--- src/design/cfm_pkg.sv ---
package cfm_pkg;

  // ---------------------------------------------------------------
  // register map
  // ---------------------------------------------------------------
  localparam int ADDR_W = 4;
  localparam int DATA_W = 16;
  localparam logic [3:0] ADDR_MAIN = 4'h0;
  localparam logic [3:0] ADDR_OFS_I = 4'h2;
  localparam logic [3:0] ADDR_RNG_I = 4'h3;
  localparam logic [3:0] ADDR_CAL_ADJ = 4'h4;
  localparam logic [3:0] ADDR_DES_ADJ = 4'h7;
  localparam logic [3:0] ADDR_OFS_Q = 4'hA;
  localparam logic [3:0] ADDR_RNG_Q = 4'hB;
  localparam logic [3:0] ADDR_PH_LO = 4'hC;
  localparam logic [3:0] ADDR_PH_HI = 4'hD;
  localparam logic [3:0] ADDR_SYNC = 4'hE;

  // ---------------------------------------------------------------
  // field positions
  // ---------------------------------------------------------------
  localparam int MAIN_TRIM_REQ = 15;
  localparam int MAIN_PHASE = 14;
  localparam int MAIN_SWING = 13;
  localparam int MAIN_TEST = 12;
  localparam int MAIN_PD_I = 11;
  localparam int MAIN_PD_Q = 10;
  localparam int MAIN_INTERLEAVE = 7;
  localparam int MAIN_Q_INPUT = 6;
  localparam int MAIN_I_TO_Q = 5;
  localparam int MAIN_TWOS = 4;
  localparam int MAIN_TSTAMP = 3;
  localparam int MAIN_SINGLE_RATE = 2;
  localparam int CAL_TRIM_RW = 15;
  localparam int PH_HI_ENABLE = 15;
  localparam int SYNC_SHARED_CLK = 6;
  localparam int SYNC_SLAVE = 3;
  localparam int SYNC_RC_ONE = 2;
  localparam int SYNC_RC_TWO = 1;
  localparam int SYNC_CLK_RST = 0;

  // ---------------------------------------------------------------
  // values after reset
  // ---------------------------------------------------------------
  localparam logic [15:0] MAIN_RST = 16'h2000;
  localparam logic [15:0] OFS_RST = 16'h0000;
  localparam logic [15:0] RNG_MID = 16'h4000;
  localparam logic [15:0] RNG_MIN = 16'h0000;
  localparam logic [15:0] CAL_ADJ_RST = 16'h0000;
  localparam logic [15:0] DES_ADJ_RST = 16'h0040;
  localparam logic [15:0] PH_RST = 16'h0000;
  localparam logic [15:0] SYNC_RST = 16'h0000;

  // ---------------------------------------------------------------
  // serial frame: 8 command bits then 16 data bits, msb first
  // ---------------------------------------------------------------
  localparam int CMD_READ = 7;
  localparam logic [4:0] CMD_BITS = 5'h08;
  localparam logic [4:0] FRAME_BITS = 5'h18;

  // ---------------------------------------------------------------
  // synchronised pin vector positions
  // ---------------------------------------------------------------
  localparam int PIN_COUNT = 17;
  localparam int P_EXT = 0;
  localparam int P_INTERLEAVE = 1;
  localparam int P_DDR_PHASE = 2;
  localparam int P_TEST = 3;
  localparam int P_TRIM = 4;
  localparam int P_PD_I = 5;
  localparam int P_PD_Q = 6;
  localparam int P_RANGE = 7;
  localparam int P_COUPLING = 8;
  localparam int P_LOW_RATE = 9;
  localparam int P_DEMUX = 10;
  localparam int P_COMMON = 11;
  localparam int P_SCLK = 12;
  localparam int P_SEL_B = 13;
  localparam int P_SDI = 14;
  localparam int P_SPARE0 = 15;
  localparam int P_SPARE1 = 16;

endpackage

--- src/design/cfm_pin_sync.sv ---
`timescale 1ns/1ps

module cfm_pin_sync #(
  parameter int WIDTH = 17
) (
  // clock and reset
  input wire logic sys_clk_in,
  input wire logic rst_b_in,
  // pins and their synchronised copies
  input wire logic [WIDTH-1:0] pin_in,
  output logic [WIDTH-1:0] pin_sync_out
);

  typedef struct packed {
    logic [WIDTH-1:0] first;
    logic [WIDTH-1:0] second;
  } cfm_sync_s;

  cfm_sync_s state;
  cfm_sync_s next_state;

  // ---------------------------------------------------------------
  // two stages; only the second stage is read outside
  // ---------------------------------------------------------------
  always_comb begin
    next_state.first = pin_in;
    next_state.second = state.first;
  end

  always_ff @(posedge sys_clk_in) begin
    if (!rst_b_in) begin
      state <= '0;
    end else begin
      state <= next_state;
    end
  end

  assign pin_sync_out = state.second;

endmodule

--- src/design/cfm_serial_port.sv ---
`timescale 1ns/1ps

module cfm_serial_port (
  // clock and reset
  input wire logic sys_clk_in,
  input wire logic rst_b_in,
  // synchronised serial pins
  input wire logic sclk_in,
  input wire logic sel_b_in,
  input wire logic sdi_in,
  output logic sdo_out,
  // register side
  input wire logic enable_in,
  input wire logic [cfm_pkg::DATA_W-1:0] rdata_in,
  output logic [cfm_pkg::ADDR_W-1:0] addr_out,
  output logic [cfm_pkg::DATA_W-1:0] wdata_out,
  output logic wr_out
);
  import cfm_pkg::*;

  typedef struct packed {
    logic sclk_d;
    logic [4:0] cnt;
    logic [7:0] cmd;
    logic [15:0] shift;
    logic load;
    logic [15:0] rd;
    logic sdo;
    logic wr;
  } cfm_ser_s;

  cfm_ser_s state;
  cfm_ser_s next_state;
  logic rise;
  logic fall;

  assign rise = sclk_in & ~state.sclk_d;
  assign fall = ~sclk_in & state.sclk_d;

  // ---------------------------------------------------------------
  // frame engine: sample on rising sclk, launch read data on falling
  // ---------------------------------------------------------------
  always_comb begin
    next_state = state;
    next_state.sclk_d = sclk_in;
    next_state.wr = 1'b0;
    next_state.load = 1'b0;
    if (sel_b_in || !enable_in) begin
      // deselect aborts any partial frame, so no stray write
      next_state.cnt = 5'h00;
    end else if (rise && state.cnt != FRAME_BITS) begin
      next_state.cnt = state.cnt + 5'h01;
      if (state.cnt < CMD_BITS) begin
        next_state.cmd = {state.cmd[6:0], sdi_in};
        next_state.load = (state.cnt == CMD_BITS - 5'h01);
      end else begin
        next_state.shift = {state.shift[14:0], sdi_in};
        next_state.wr = (state.cnt == FRAME_BITS - 5'h01) &&
                        !state.cmd[CMD_READ];
      end
    end else if (fall && state.cnt > CMD_BITS &&
                 state.cnt < FRAME_BITS) begin
      next_state.rd = {state.rd[14:0], 1'b0};
      next_state.sdo = state.rd[14];
    end
    // address is settled one cycle before the read data is taken
    if (state.load) begin
      next_state.rd = rdata_in;
      next_state.sdo = rdata_in[15];
    end
  end

  always_ff @(posedge sys_clk_in) begin
    if (!rst_b_in) begin
      state <= '0;
    end else begin
      state <= next_state;
    end
  end

  assign addr_out = state.cmd[ADDR_W-1:0];
  assign wdata_out = state.shift;
  assign wr_out = state.wr;
  assign sdo_out = state.sdo;

endmodule

--- src/design/cfm_control_map.sv ---
`timescale 1ns/1ps

module cfm_control_map (
  // clock and reset
  input wire logic sys_clk_in,
  input wire logic rst_b_in,
  // control pins
  input wire logic extended_register_control_in,
  input wire logic interleave_pin_in,
  input wire logic double_rate_phase_pin_in,
  input wire logic test_pattern_pin_in,
  input wire logic on_command_trim_request_in,
  input wire logic power_down_i_pin_in,
  input wire logic power_down_q_pin_in,
  input wire logic input_range_setting_in,
  input wire logic coupling_select_pin_in,
  input wire logic low_rate_power_saving_in,
  input wire logic demux_bypass_pin_in,
  input wire logic output_common_level_pin_in,
  // serial control port
  input wire logic ser_clk_in,
  input wire logic ser_sel_b_in,
  input wire logic ser_data_in,
  output logic ser_data_out,
  // sampling mode
  output logic interleave_en_out,
  output logic q_input_interleave_out,
  output logic i_to_q_interleave_out,
  output logic both_input_clock_mode_out,
  // output data clock and format
  output logic clock_phase_select_out,
  output logic single_rate_data_out,
  output logic swing_high_out,
  output logic twos_complement_out,
  output logic test_pattern_en_out,
  output logic timestamp_en_out,
  // calibration and power
  output logic trim_start_out,
  output logic trim_readwrite_en_out,
  output logic power_down_i_out,
  output logic power_down_q_out,
  // analog adjust words
  output logic [cfm_pkg::DATA_W-1:0] offset_i_out,
  output logic [cfm_pkg::DATA_W-1:0] offset_q_out,
  output logic [cfm_pkg::DATA_W-1:0] range_i_out,
  output logic [cfm_pkg::DATA_W-1:0] range_q_out,
  output logic [cfm_pkg::DATA_W-1:0] calibration_adjust_out,
  output logic [cfm_pkg::DATA_W-1:0] interleave_timing_out,
  output logic clock_phase_adjust_en_out,
  output logic [cfm_pkg::DATA_W-1:0] clock_phase_low_out,
  output logic [cfm_pkg::DATA_W-1:0] clock_phase_high_out,
  // synchronisation and reference clocks
  output logic autosync_slave_out,
  output logic reference_clock_out_one_en_out,
  output logic reference_clock_out_two_en_out,
  output logic output_data_clock_reset_en_out,
  // pin-only features
  output logic coupling_select_out,
  output logic low_rate_power_saving_out,
  output logic demux_bypass_out,
  output logic output_common_level_out
);
  import cfm_pkg::*;

  // ---------------------------------------------------------------
  // state
  // ---------------------------------------------------------------
  typedef struct packed {
    logic [15:0] cfg;
    logic [15:0] ofs_i;
    logic [15:0] rng_i;
    logic [15:0] cal_adj;
    logic [15:0] des_adj;
    logic [15:0] ofs_q;
    logic [15:0] rng_q;
    logic [15:0] ph_lo;
    logic [15:0] ph_hi;
    logic [15:0] sync;
    logic trim_prev;
    logic [15:0] flags;
    logic [15:0] o_ofs_i;
    logic [15:0] o_ofs_q;
    logic [15:0] o_rng_i;
    logic [15:0] o_rng_q;
    logic [15:0] o_cal;
    logic [15:0] o_des;
    logic [15:0] o_ph_lo;
    logic [15:0] o_ph_hi;
    logic [3:0] o_sync;
  } cfm_map_s;

  cfm_map_s state;
  cfm_map_s next_state;
  logic [PIN_COUNT-1:0] pin_raw;
  logic [PIN_COUNT-1:0] pin;
  logic ext;
  logic [ADDR_W-1:0] reg_addr;
  logic [DATA_W-1:0] reg_wdata;
  logic [DATA_W-1:0] reg_rdata;
  logic reg_wr;
  logic trim_level;

  // ---------------------------------------------------------------
  // pin synchronisers
  // ---------------------------------------------------------------
  assign pin_raw[P_EXT] = extended_register_control_in;
  assign pin_raw[P_INTERLEAVE] = interleave_pin_in;
  assign pin_raw[P_DDR_PHASE] = double_rate_phase_pin_in;
  assign pin_raw[P_TEST] = test_pattern_pin_in;
  assign pin_raw[P_TRIM] = on_command_trim_request_in;
  assign pin_raw[P_PD_I] = power_down_i_pin_in;
  assign pin_raw[P_PD_Q] = power_down_q_pin_in;
  assign pin_raw[P_RANGE] = input_range_setting_in;
  assign pin_raw[P_COUPLING] = coupling_select_pin_in;
  assign pin_raw[P_LOW_RATE] = low_rate_power_saving_in;
  assign pin_raw[P_DEMUX] = demux_bypass_pin_in;
  assign pin_raw[P_COMMON] = output_common_level_pin_in;
  assign pin_raw[P_SCLK] = ser_clk_in;
  assign pin_raw[P_SEL_B] = ser_sel_b_in;
  assign pin_raw[P_SDI] = ser_data_in;
  assign pin_raw[P_SPARE0] = 1'b0;
  assign pin_raw[P_SPARE1] = 1'b0;

  cfm_pin_sync #(
    .WIDTH(PIN_COUNT)
  ) u_sync (
    .sys_clk_in(sys_clk_in),
    .rst_b_in(rst_b_in),
    .pin_in(pin_raw),
    .pin_sync_out(pin)
  );

  assign ext = pin[P_EXT];

  // ---------------------------------------------------------------
  // serial control port, live only in extended control
  // ---------------------------------------------------------------
  cfm_serial_port u_port (
    .sys_clk_in(sys_clk_in),
    .rst_b_in(rst_b_in),
    .sclk_in(pin[P_SCLK]),
    .sel_b_in(pin[P_SEL_B]),
    .sdi_in(pin[P_SDI]),
    .sdo_out(ser_data_out),
    .enable_in(ext),
    .rdata_in(reg_rdata),
    .addr_out(reg_addr),
    .wdata_out(reg_wdata),
    .wr_out(reg_wr)
  );

  // ---------------------------------------------------------------
  // read mux; unmapped addresses read as zero
  // ---------------------------------------------------------------
  always_comb begin
    unique case (reg_addr)
      ADDR_MAIN: reg_rdata = state.cfg;
      ADDR_OFS_I: reg_rdata = state.ofs_i;
      ADDR_RNG_I: reg_rdata = state.rng_i;
      // trim values hidden unless access is enabled
      ADDR_CAL_ADJ: reg_rdata = state.cal_adj[CAL_TRIM_RW] ?
                                state.cal_adj : 16'h8000 & state.cal_adj;
      ADDR_DES_ADJ: reg_rdata = state.des_adj;
      ADDR_OFS_Q: reg_rdata = state.ofs_q;
      ADDR_RNG_Q: reg_rdata = state.rng_q;
      ADDR_PH_LO: reg_rdata = state.ph_lo;
      ADDR_PH_HI: reg_rdata = state.ph_hi;
      ADDR_SYNC: reg_rdata = state.sync;
      default: reg_rdata = 16'h0000;
    endcase
  end

  // trim request from the pin in any mode, from bit 15 only in ext mode
  assign trim_level = pin[P_TRIM] |
                      (ext & state.cfg[MAIN_TRIM_REQ]);

  // ---------------------------------------------------------------
  // register writes and effective feature settings
  // ---------------------------------------------------------------
  always_comb begin
    next_state = state;
    if (reg_wr) begin
      unique case (reg_addr)
        ADDR_MAIN: next_state.cfg = reg_wdata;
        ADDR_OFS_I: next_state.ofs_i = reg_wdata;
        ADDR_RNG_I: next_state.rng_i = reg_wdata;
        ADDR_CAL_ADJ: begin
          // the enable bit is always writable; values only when enabled
          next_state.cal_adj[CAL_TRIM_RW] = reg_wdata[CAL_TRIM_RW];
          if (state.cal_adj[CAL_TRIM_RW]) begin
            next_state.cal_adj[14:0] = reg_wdata[14:0];
          end
        end
        ADDR_DES_ADJ: next_state.des_adj = reg_wdata;
        ADDR_OFS_Q: next_state.ofs_q = reg_wdata;
        ADDR_RNG_Q: next_state.rng_q = reg_wdata;
        ADDR_PH_LO: next_state.ph_lo = reg_wdata;
        ADDR_PH_HI: next_state.ph_hi = reg_wdata;
        ADDR_SYNC: next_state.sync = reg_wdata;
        default: next_state.cfg = state.cfg;
      endcase
    end
    next_state.trim_prev = trim_level;
    next_state.flags = '0;
    // pin-control mode: register contents have no effect
    next_state.flags[0] = ext ? state.cfg[MAIN_INTERLEAVE]
                              : pin[P_INTERLEAVE];
    next_state.flags[1] = ext & state.cfg[MAIN_Q_INPUT];
    next_state.flags[2] = ext & state.cfg[MAIN_I_TO_Q];
    next_state.flags[3] = ext & state.sync[SYNC_SHARED_CLK];
    next_state.flags[4] = ext ? state.cfg[MAIN_PHASE]
                              : pin[P_DDR_PHASE];
    next_state.flags[5] = ext & state.cfg[MAIN_SINGLE_RATE];
    next_state.flags[6] = ~ext | state.cfg[MAIN_SWING];
    next_state.flags[7] = ext & state.cfg[MAIN_TWOS];
    next_state.flags[8] = ext ? state.cfg[MAIN_TEST]
                              : pin[P_TEST];
    next_state.flags[9] = ext & state.cfg[MAIN_TSTAMP];
    // one-cycle start on each rising trim request
    next_state.flags[10] = trim_level & ~state.trim_prev;
    next_state.flags[11] = ext & state.cal_adj[CAL_TRIM_RW];
    next_state.flags[12] = pin[P_PD_I] |
                           (ext & state.cfg[MAIN_PD_I]);
    next_state.flags[13] = pin[P_PD_Q] |
                           (ext & state.cfg[MAIN_PD_Q]);
    next_state.flags[14] = ext & state.ph_hi[PH_HI_ENABLE];
    // pin-only features pass straight through
    next_state.flags[15] = pin[P_COUPLING];
    next_state.o_ofs_i = ext ? state.ofs_i : OFS_RST;
    next_state.o_ofs_q = ext ? state.ofs_q : OFS_RST;
    // pin high maps to the mid range, pin low to the minimum
    next_state.o_rng_i = ext ? state.rng_i :
                         (pin[P_RANGE] ? RNG_MID : RNG_MIN);
    next_state.o_rng_q = ext ? state.rng_q :
                         (pin[P_RANGE] ? RNG_MID : RNG_MIN);
    next_state.o_cal = ext ? state.cal_adj : CAL_ADJ_RST;
    next_state.o_des = ext ? state.des_adj : DES_ADJ_RST;
    next_state.o_ph_lo = ext ? state.ph_lo : PH_RST;
    next_state.o_ph_hi = ext ? state.ph_hi : PH_RST;
    next_state.o_sync = ext ? {state.sync[SYNC_SLAVE],
                               state.sync[SYNC_RC_ONE],
                               state.sync[SYNC_RC_TWO],
                               state.sync[SYNC_CLK_RST]}
                            : 4'h0;
  end

  // ---------------------------------------------------------------
  // state register
  // ---------------------------------------------------------------
  always_ff @(posedge sys_clk_in) begin
    if (!rst_b_in) begin
      state <= '0;
      state.cfg <= MAIN_RST;
      state.ofs_i <= OFS_RST;
      state.rng_i <= RNG_MID;
      state.cal_adj <= CAL_ADJ_RST;
      state.des_adj <= DES_ADJ_RST;
      state.ofs_q <= OFS_RST;
      state.rng_q <= RNG_MID;
      state.ph_lo <= PH_RST;
      state.ph_hi <= PH_RST;
      state.sync <= SYNC_RST;
      state.flags <= 16'h0040; // swing high until first update
      state.o_ofs_i <= OFS_RST;
      state.o_ofs_q <= OFS_RST;
      state.o_rng_i <= RNG_MIN;
      state.o_rng_q <= RNG_MIN;
      state.o_cal <= CAL_ADJ_RST;
      state.o_des <= DES_ADJ_RST;
      state.o_ph_lo <= PH_RST;
      state.o_ph_hi <= PH_RST;
    end else begin
      state <= next_state;
    end
  end

  // ---------------------------------------------------------------
  // outputs
  // ---------------------------------------------------------------
  assign interleave_en_out = state.flags[0];
  assign q_input_interleave_out = state.flags[1];
  assign i_to_q_interleave_out = state.flags[2];
  assign both_input_clock_mode_out = state.flags[3];
  assign clock_phase_select_out = state.flags[4];
  assign single_rate_data_out = state.flags[5];
  assign swing_high_out = state.flags[6];
  assign twos_complement_out = state.flags[7];
  assign test_pattern_en_out = state.flags[8];
  assign timestamp_en_out = state.flags[9];
  assign trim_start_out = state.flags[10];
  assign trim_readwrite_en_out = state.flags[11];
  assign power_down_i_out = state.flags[12];
  assign power_down_q_out = state.flags[13];
  assign clock_phase_adjust_en_out = state.flags[14];
  assign coupling_select_out = state.flags[15];
  assign offset_i_out = state.o_ofs_i;
  assign offset_q_out = state.o_ofs_q;
  assign range_i_out = state.o_rng_i;
  assign range_q_out = state.o_rng_q;
  assign calibration_adjust_out = state.o_cal;
  assign interleave_timing_out = state.o_des;
  assign clock_phase_low_out = state.o_ph_lo;
  assign clock_phase_high_out = state.o_ph_hi;
  assign autosync_slave_out = state.o_sync[3];
  assign reference_clock_out_one_en_out = state.o_sync[2];
  assign reference_clock_out_two_en_out = state.o_sync[1];
  assign output_data_clock_reset_en_out = state.o_sync[0];
  // the remaining pin-only settings come from the synchronisers
  assign low_rate_power_saving_out = pin[P_LOW_RATE];
  assign demux_bypass_out = pin[P_DEMUX];
  assign output_common_level_out = pin[P_COMMON];

endmodule

--- config.mk ---
export PLATFORM = sky130hd
export DESIGN_NAME = cfm_control_map
export DESIGN_NICKNAME = d
export VERILOG_FILES = /design/src/design/cfm_pkg.sv /design/src/design/cfm_pin_sync.sv /design/src/design/cfm_serial_port.sv /design/src/design/cfm_control_map.sv
export SDC_FILE = /design/constraint.sdc
export NUM_CORES = 1
export LEC_CHECK = 0
export BUFFER_PORTS_ARGS = -buffer_cell sky130_fd_sc_hd__buf_2
export CORE_MARGIN = 2
export CORE_UTILIZATION = 43
export CTS_CLUSTER_SIZE = 10
export DETAILED_ROUTE_END_ITERATION = 8
export SYNTH_ARGS = -nofsm -noshare
export SYNTH_HDL_FRONTEND = slang
export SYNTH_SLANG_ARGS = --single-unit
--- constraint.sdc ---
create_clock -name sys_clk_in -period 4.5 [get_ports sys_clk_in]
set_clock_uncertainty 0.15 [all_clocks]
set_input_delay 0.9 -clock sys_clk_in [delete_from_list [all_inputs] [get_ports sys_clk_in]]
set_output_delay 0.9 -clock sys_clk_in [all_outputs]
set_load 0.02 [all_outputs]
==> impl_metrics.json, run 1 <==
{
  "status": "completed",
  "routed-wl-met3_um": 3050,
  "synth_cells": 1678,
  "fp.dieH_um": 193,
  "clkLatencyLatePin_ps": 550,
  "cts.path.max_buffers": 3,
  "antenna_found_initial": 1,
  "dp_hpwl_um": 29600,
  "dieArea_mm2": 0.0372,
  "grt_pass1_vias": 10700,
  "dr.max_layer_used": "met5",
  "ys.warnings.count": 0,
  "mostFrequentLayoutCell": "dfxtp_1",
  "grt_max_degree": 163,
  "final_util_pct": 47.0,
  "routed_wl_um": 44400,
  "muxShareOfSynthArea_pct": 2.86,
  "cts_hold_buf": 0,
  "wl_per_cell_um": 21.0,
  "synth-main-ff-cell": "dfxtp_1",
  "synth.top_cell.area_share_pct": 50.5,
  "io_pins": 169,
  "synth_area_leaders": "dfxtp_1 (50%), nand2_1 (8.6%), a21boi_0 (8.0%), buf_4 (6.4%), and3_1 (5.8%)",
  "max_cap_viol_count": 0,
  "max-vdd-ir-drop_v": 0.000289,
  "synth-edff-count": 0,
  "rsz0062_at_grt": "false",
  "fin_tns_setup_ps": 0,
  "route.detailed.drc": 0,
  "cp.arrival_ps": 3330,
  "synth_cell_type_count": 61,
  "cts.sinks": 387,
  "wl_met1_um": 19600,
  "final-max-slew-violation-count": 0,
  "post-route-period-util_pct": 67.0,
  "crit_fanout": 29,
  "syn_nets": 1697,
  "firstDrtPassIters": 5,
  "antenna_cells": 0,
  "nNetsFinal": 1660,
  "fin_crit_ps": 3020,
  "cts_root_buf": "clkbuf_16",
  "synthToLayoutAreaGrowth_pct": 8.29,
  "hp-class": "register to register",
  "post-cts-setup-buffer-count": 0,
  "setup_violations": 0,
  "grt_usage_pct": 23.6,
  "synth_top_family_by_area": "simple AND/OR/NAND/NOR gates",
  "core-area_mm2": 0.0354,
  "path_clk_slew_ps": 50,
  "cts.repair.resized": 0,
  "ys_seq_area_share_pct": 50.5,
  "cts_tree": "yes",
  "tightest_slew_ps": 1190,
  "gp_congestion": 0.918,
  "synth_area_leader_cell": "dfxtp_1",
  "layout-drive-gt1-share_pct": 16.0,
  "hold_viol_final": 0,
  "drt_iter0_drc": 879,
  "postRouteAntennaNets": 0,
  "die_w_um": 193,
  "gr-total-overflow": 0,
  "p_leak_nw": 6.80,
  "synth_simple_gate_area_share_pct": 21.1,
  "finalHoldWorstSlack_ps": 234,
  "h-tree-depth": 2,
  "power.density_mw_per_mm2": 408,
  "synth_compound_area_share_pct": 15.0,
  "initial_utilization_pct": 43.4,
  "relSlewSlack_pct": 20.2,
  "wl_met2_um": 19900,
  "avgSynthCellArea_um2": 9.15,
  "ys_seq_elements": 387,
  "crit_type": "register to register",
  "start_kind": "register",
  "synthAdderAreaFrac_pct": 0.163,
  "clock.fmax_ghz": 0.332,
  "rows": 69,
  "synth_area_mm2": 0.0153,
  "grt_pass1_wl_um": 65600,
  "endpoint_kind": "register",
  "port_buffers": 168,
  "layout_common_cells": "dfxtp_1 (386), nand2_1 (352), buf_2 (167)",
  "crit_required_ps": 4810,
  "vias": 11300,
  "synthArstFlopShare_pct": 0,
  "synth-xor-area-share_pct": 0.228,
  "routed_via_density": 5.34,
  "numCtsBuffers": 45
}
==> flip-flops by register name, summed over array words and instances, names as in the netlist, 4 cells and up <==
signal / flops
range_i_out: 16
offset_i_out: 16
range_q_out: 16
clock_phase_high_out: 16
interleave_timing_out: 16
offset_q_out: 16
state: 161
u_port.state: 26
clock_phase_low_out: 16
calibration_adjust_out: 16
u_sync.next_state: 15
u_port.wdata_out: 16
u_sync.pin_sync_out: 15
u_port.addr_out: 4
==> layout make-up <==
class,instances,area [um^2]
inverter,5,18.8
fill,3415,18800
timing repair buffer,184,982
multi-input combinational,1018,6030
clock buffer,58,1250
clock inverter,1,8.76
tap,461,577
sequential,387,7750
==> layer usage <==
metal	vias up	global-route usage [%]
met4	2	10.2
met5	-	0
met1	5324	31.2
met3	103	4.96
met2	389	37.3
li1	5464	-
==> worst max-delay path, stage by stage, from the launching register on <==
cell	delay, ps
dfxtp_1	1000
buf_4	360
nand3_1	150
nor2_1	950
nand2_1	120
a21boi_0	200
==> cells in the mapped netlist, types with 7 or more instances <==
library cell	number
nand2b_1	7
a21boi_0	163
mux2_2	15
and2_1	35
a211oi_1	10
buf_4	130
clkbuf_1	103
and3_1	143
nor2b_1	34
o32ai_1	10
dfxtp_1	387
nand2_1	352
buf_2	30
o211ai_1	9
a21oi_1	18
mux2i_1	27
a22oi_1	40
o22ai_1	10
o21ai_0	11
nand3_1	37
nor2_1	16
==> stage by stage <==
stage	power [mW]	cells	instance area (um^2)	setup slack (ps)
after CTS	6.86	2114	16600	1520
after global routing	6.99	2114	16600	1210
after detailed placement	3.63	2055	15400	1500
after floorplan	3.61	1678	15300	2400
final	6.78	2114	16600	1480
after global placement	3.63	2055	15400	1600
==> logic make-up after synthesis <==
| kind of cell | Yosys count |
|---|---|
| buffers and inverters | 273 |
| DFF | 387 |
| muxes | 42 |
| and+or+nand+nor | 663 |
| AOI/OAI and AO/OA | 307 |
| adders and majority gates | 2 |
| xor gates and xnor gates | 4 |
==> power breakdown <==
| part | total (mW) | leakage [nW] | switching [mW] | internal [mW] |
|---|---|---|---|---|
| Combinational | 0.107 | 3.07 | 0.0647 | 0.0419 |
| Clock | 3.22 | 0.615 | 1.32 | 1.90 |
| Sequential | 3.45 | 3.12 | 0.00993 | 3.44 |
==> final timing paths <==
kind | slack (ps) | from | depth (start not counted) | endpoint
min reg2reg | 230 | state[148] | 1 | trim_start_out
min | 230 | state[148] | 1 | trim_start_out
max reg2reg | 1480 | u_port.addr_out[1] | 5 | state[206]
max | 1480 | u_port.addr_out[1] | 5 | state[206]
(Power assumes the default switching activity.)
==> inputs of run 2 (changes only) <==
- clock period: 4.5 -> 3.1 ns (I/O delays scaled with it)
==> impl_metrics.json, run 2 (same netlist as run 1, synthesis figures left out) <==
{
  "fin_tns_setup_ps": 0,
  "routed_wl_um": 46000,
  "seqCellArea_mm2": 0.00775,
  "grt_max_degree": 147,
  "gp_congestion": 0.977,
  "nNetsFinal": 1678,
  "postRouteAntennaNets": 0,
  "rows": 69,
  "post-route-period-util_pct": 90.0,
  "endpoint_kind": "register",
  "route.detailed.drc": 0,
  "rr_worst_depth": 7,
  "hp-class": "input port to register",
  "crit_type": "register to register",
  "post-cts-setup-buffer-count": 0,
  "tightest_slew_ps": 1080,
  "mostFrequentLayoutCell": "dfxtp_1",
  "r2r_slack_ps": 310,
  "drt_iter0_drc": 1070,
  "routed_via_density": 5.39,
  "die_w_um": 193,
  "hold_viol_final": 0,
  "cts.repair.resized": 0,
  "largest-register": "state",
  "reg2reg_from": "u_port.addr_out[1]",
  "gr-total-overflow": 0,
  "wl_per_cell_um": 21.6,
  "cts_hold_buf": 0,
  "io_pins": 169,
  "fin_crit_ps": 2790,
  "status": "completed",
  "synthToLayoutAreaGrowth_pct": 9.33,
  "core-area_mm2": 0.0354,
  "power.density_mw_per_mm2": 586,
  "grt_pass1_wl_um": 68100,
  "rsz0062_at_grt": "false",
  "cp.arrival_ps": 3090,
  "cp-startpoint": "u_port.addr_out[1]",
  "top_regs": "state x161, u_port.state x26",
  "power_mw": 9.83,
  "cts.sinks": 387,
  "grt_pass1_vias": 10800,
  "vias": 11500,
  "final-max-slew-violation-count": 0,
  "cts_root_buf": "clkbuf_16",
  "relSlewSlack_pct": 27.7,
  "largest_reg_flops": 161,
  "fillCellCount": 3409,
  "clkLatencyLatePin_ps": 550,
  "setup_violations": 0,
  "antenna_found_initial": 1,
  "multi_input_area_mm2": 0.00603,
  "layout_common_cells": "dfxtp_1 (386), nand2_1 (352), buf_2 (167)",
  "grt_usage_pct": 24.6,
  "port_buffers": 168,
  "cts.path.max_buffers": 3,
  "max-vdd-ir-drop_v": 0.000364,
  "firstDrtPassIters": 6,
  "max_cap_viol_count": 0,
  "start_kind": "register",
  "initial_utilization_pct": 43.4,
  "h-tree-depth": 2,
  "clock.fmax_ghz": 0.358,
  "numCtsBuffers": 45,
  "crit_fanout": 23,
  "cts_tree": "yes",
  "timing.critical_path.to": "u_port.state[10]",
  "finalHoldWorstSlack_ps": 136,
  "dieArea_mm2": 0.0372,
  "p_leak_nw": 6.90,
  "path_clk_slew_ps": 60,
  "dp_hpwl_um": 31200,
  "fp.dieH_um": 193,
  "antenna_cells": 0,
  "crit_required_ps": 3400,
  "layout-drive-gt1-share_pct": 16.9,
  "r2r_end": "u_port.state[10]"
}
run 2: cell count changes in the layout (fill, tap and decap cells not counted):
cell and change:
clkbuf_8 -1, clkinv_2 +1, buf_12 +3, clkbuf_1 -1, buf_4 +15
run 2: power breakdown:
| part | internal [mW] | total [mW] | switching [mW] |
|---|---|---|---|
| sequential | 5.00 | 5.01 | 0.00657 |
| clock | 2.74 | 4.65 | 1.91 |
| combinational | 0.0650 | 0.169 | 0.104 |
| total | 7.80 | 9.83 | 2.03 |
run 2: how the worst min path moves through the flow:
stage	start	endpoint	slack, ps	depth (start not counted)
after floorplan	state[148]	trim_start_out	220	1
after global placement	state[148]	trim_start_out	230	1
after detailed placement	state[148]	trim_start_out	240	1
after CTS	ser_sel_b_in	u_sync.next_state[13]	120	2
after global routing	test_pattern_pin_in	u_sync.next_state[3]	130	2
final	test_pattern_pin_in	u_sync.next_state[3]	140	2
run 2: worst max-delay path: stages, from the launching register on:
cell      delay [ps]
dfxtp_1          930
buf_4            300
nor2_1           180
a21o_1           240
a221oi_4         320
buf_4            280
a21oi_1           60
o32ai_1          240
run 2: final cells by class:
| type | count | share of cell area (%) |
|---|---|---|
| flip-flops and latches | 387 | 46.2 |
| multi-input cells | 1018 | 36.0 |
| clock buffers | 56 | 7.33 |
| repair buffers | 202 | 6.88 |
| well taps | 461 | 3.44 |
| inverters | 5 | 0.112 |
| clock inverters | 2 | 0.0820 |
run 2: routing by layer:
metal  routed length, um  track usage [%]  part of all wire [%]
met1               20600             34.2                    45
met2               20600             38.1                    45
met3                3160             3.87                   6.9
met4                1740             9.76                   3.8
met5                   0                0                     0
run 2: through the flow:
stage | std cells | instance area [um^2] | worst slack [ps] | utilization, %
final | 2131 | 16800 | 309 | 47.4
after global routing | 2131 | 16800 | 133 | 47.4
after CTS | 2131 | 16800 | 329 | 47.4
after detailed placement | 2073 | 15500 | 354 | 43.9
after global placement | 2073 | 15500 | 424 | 43.9
after floorplan | 1678 | 15300 | 1120 | -
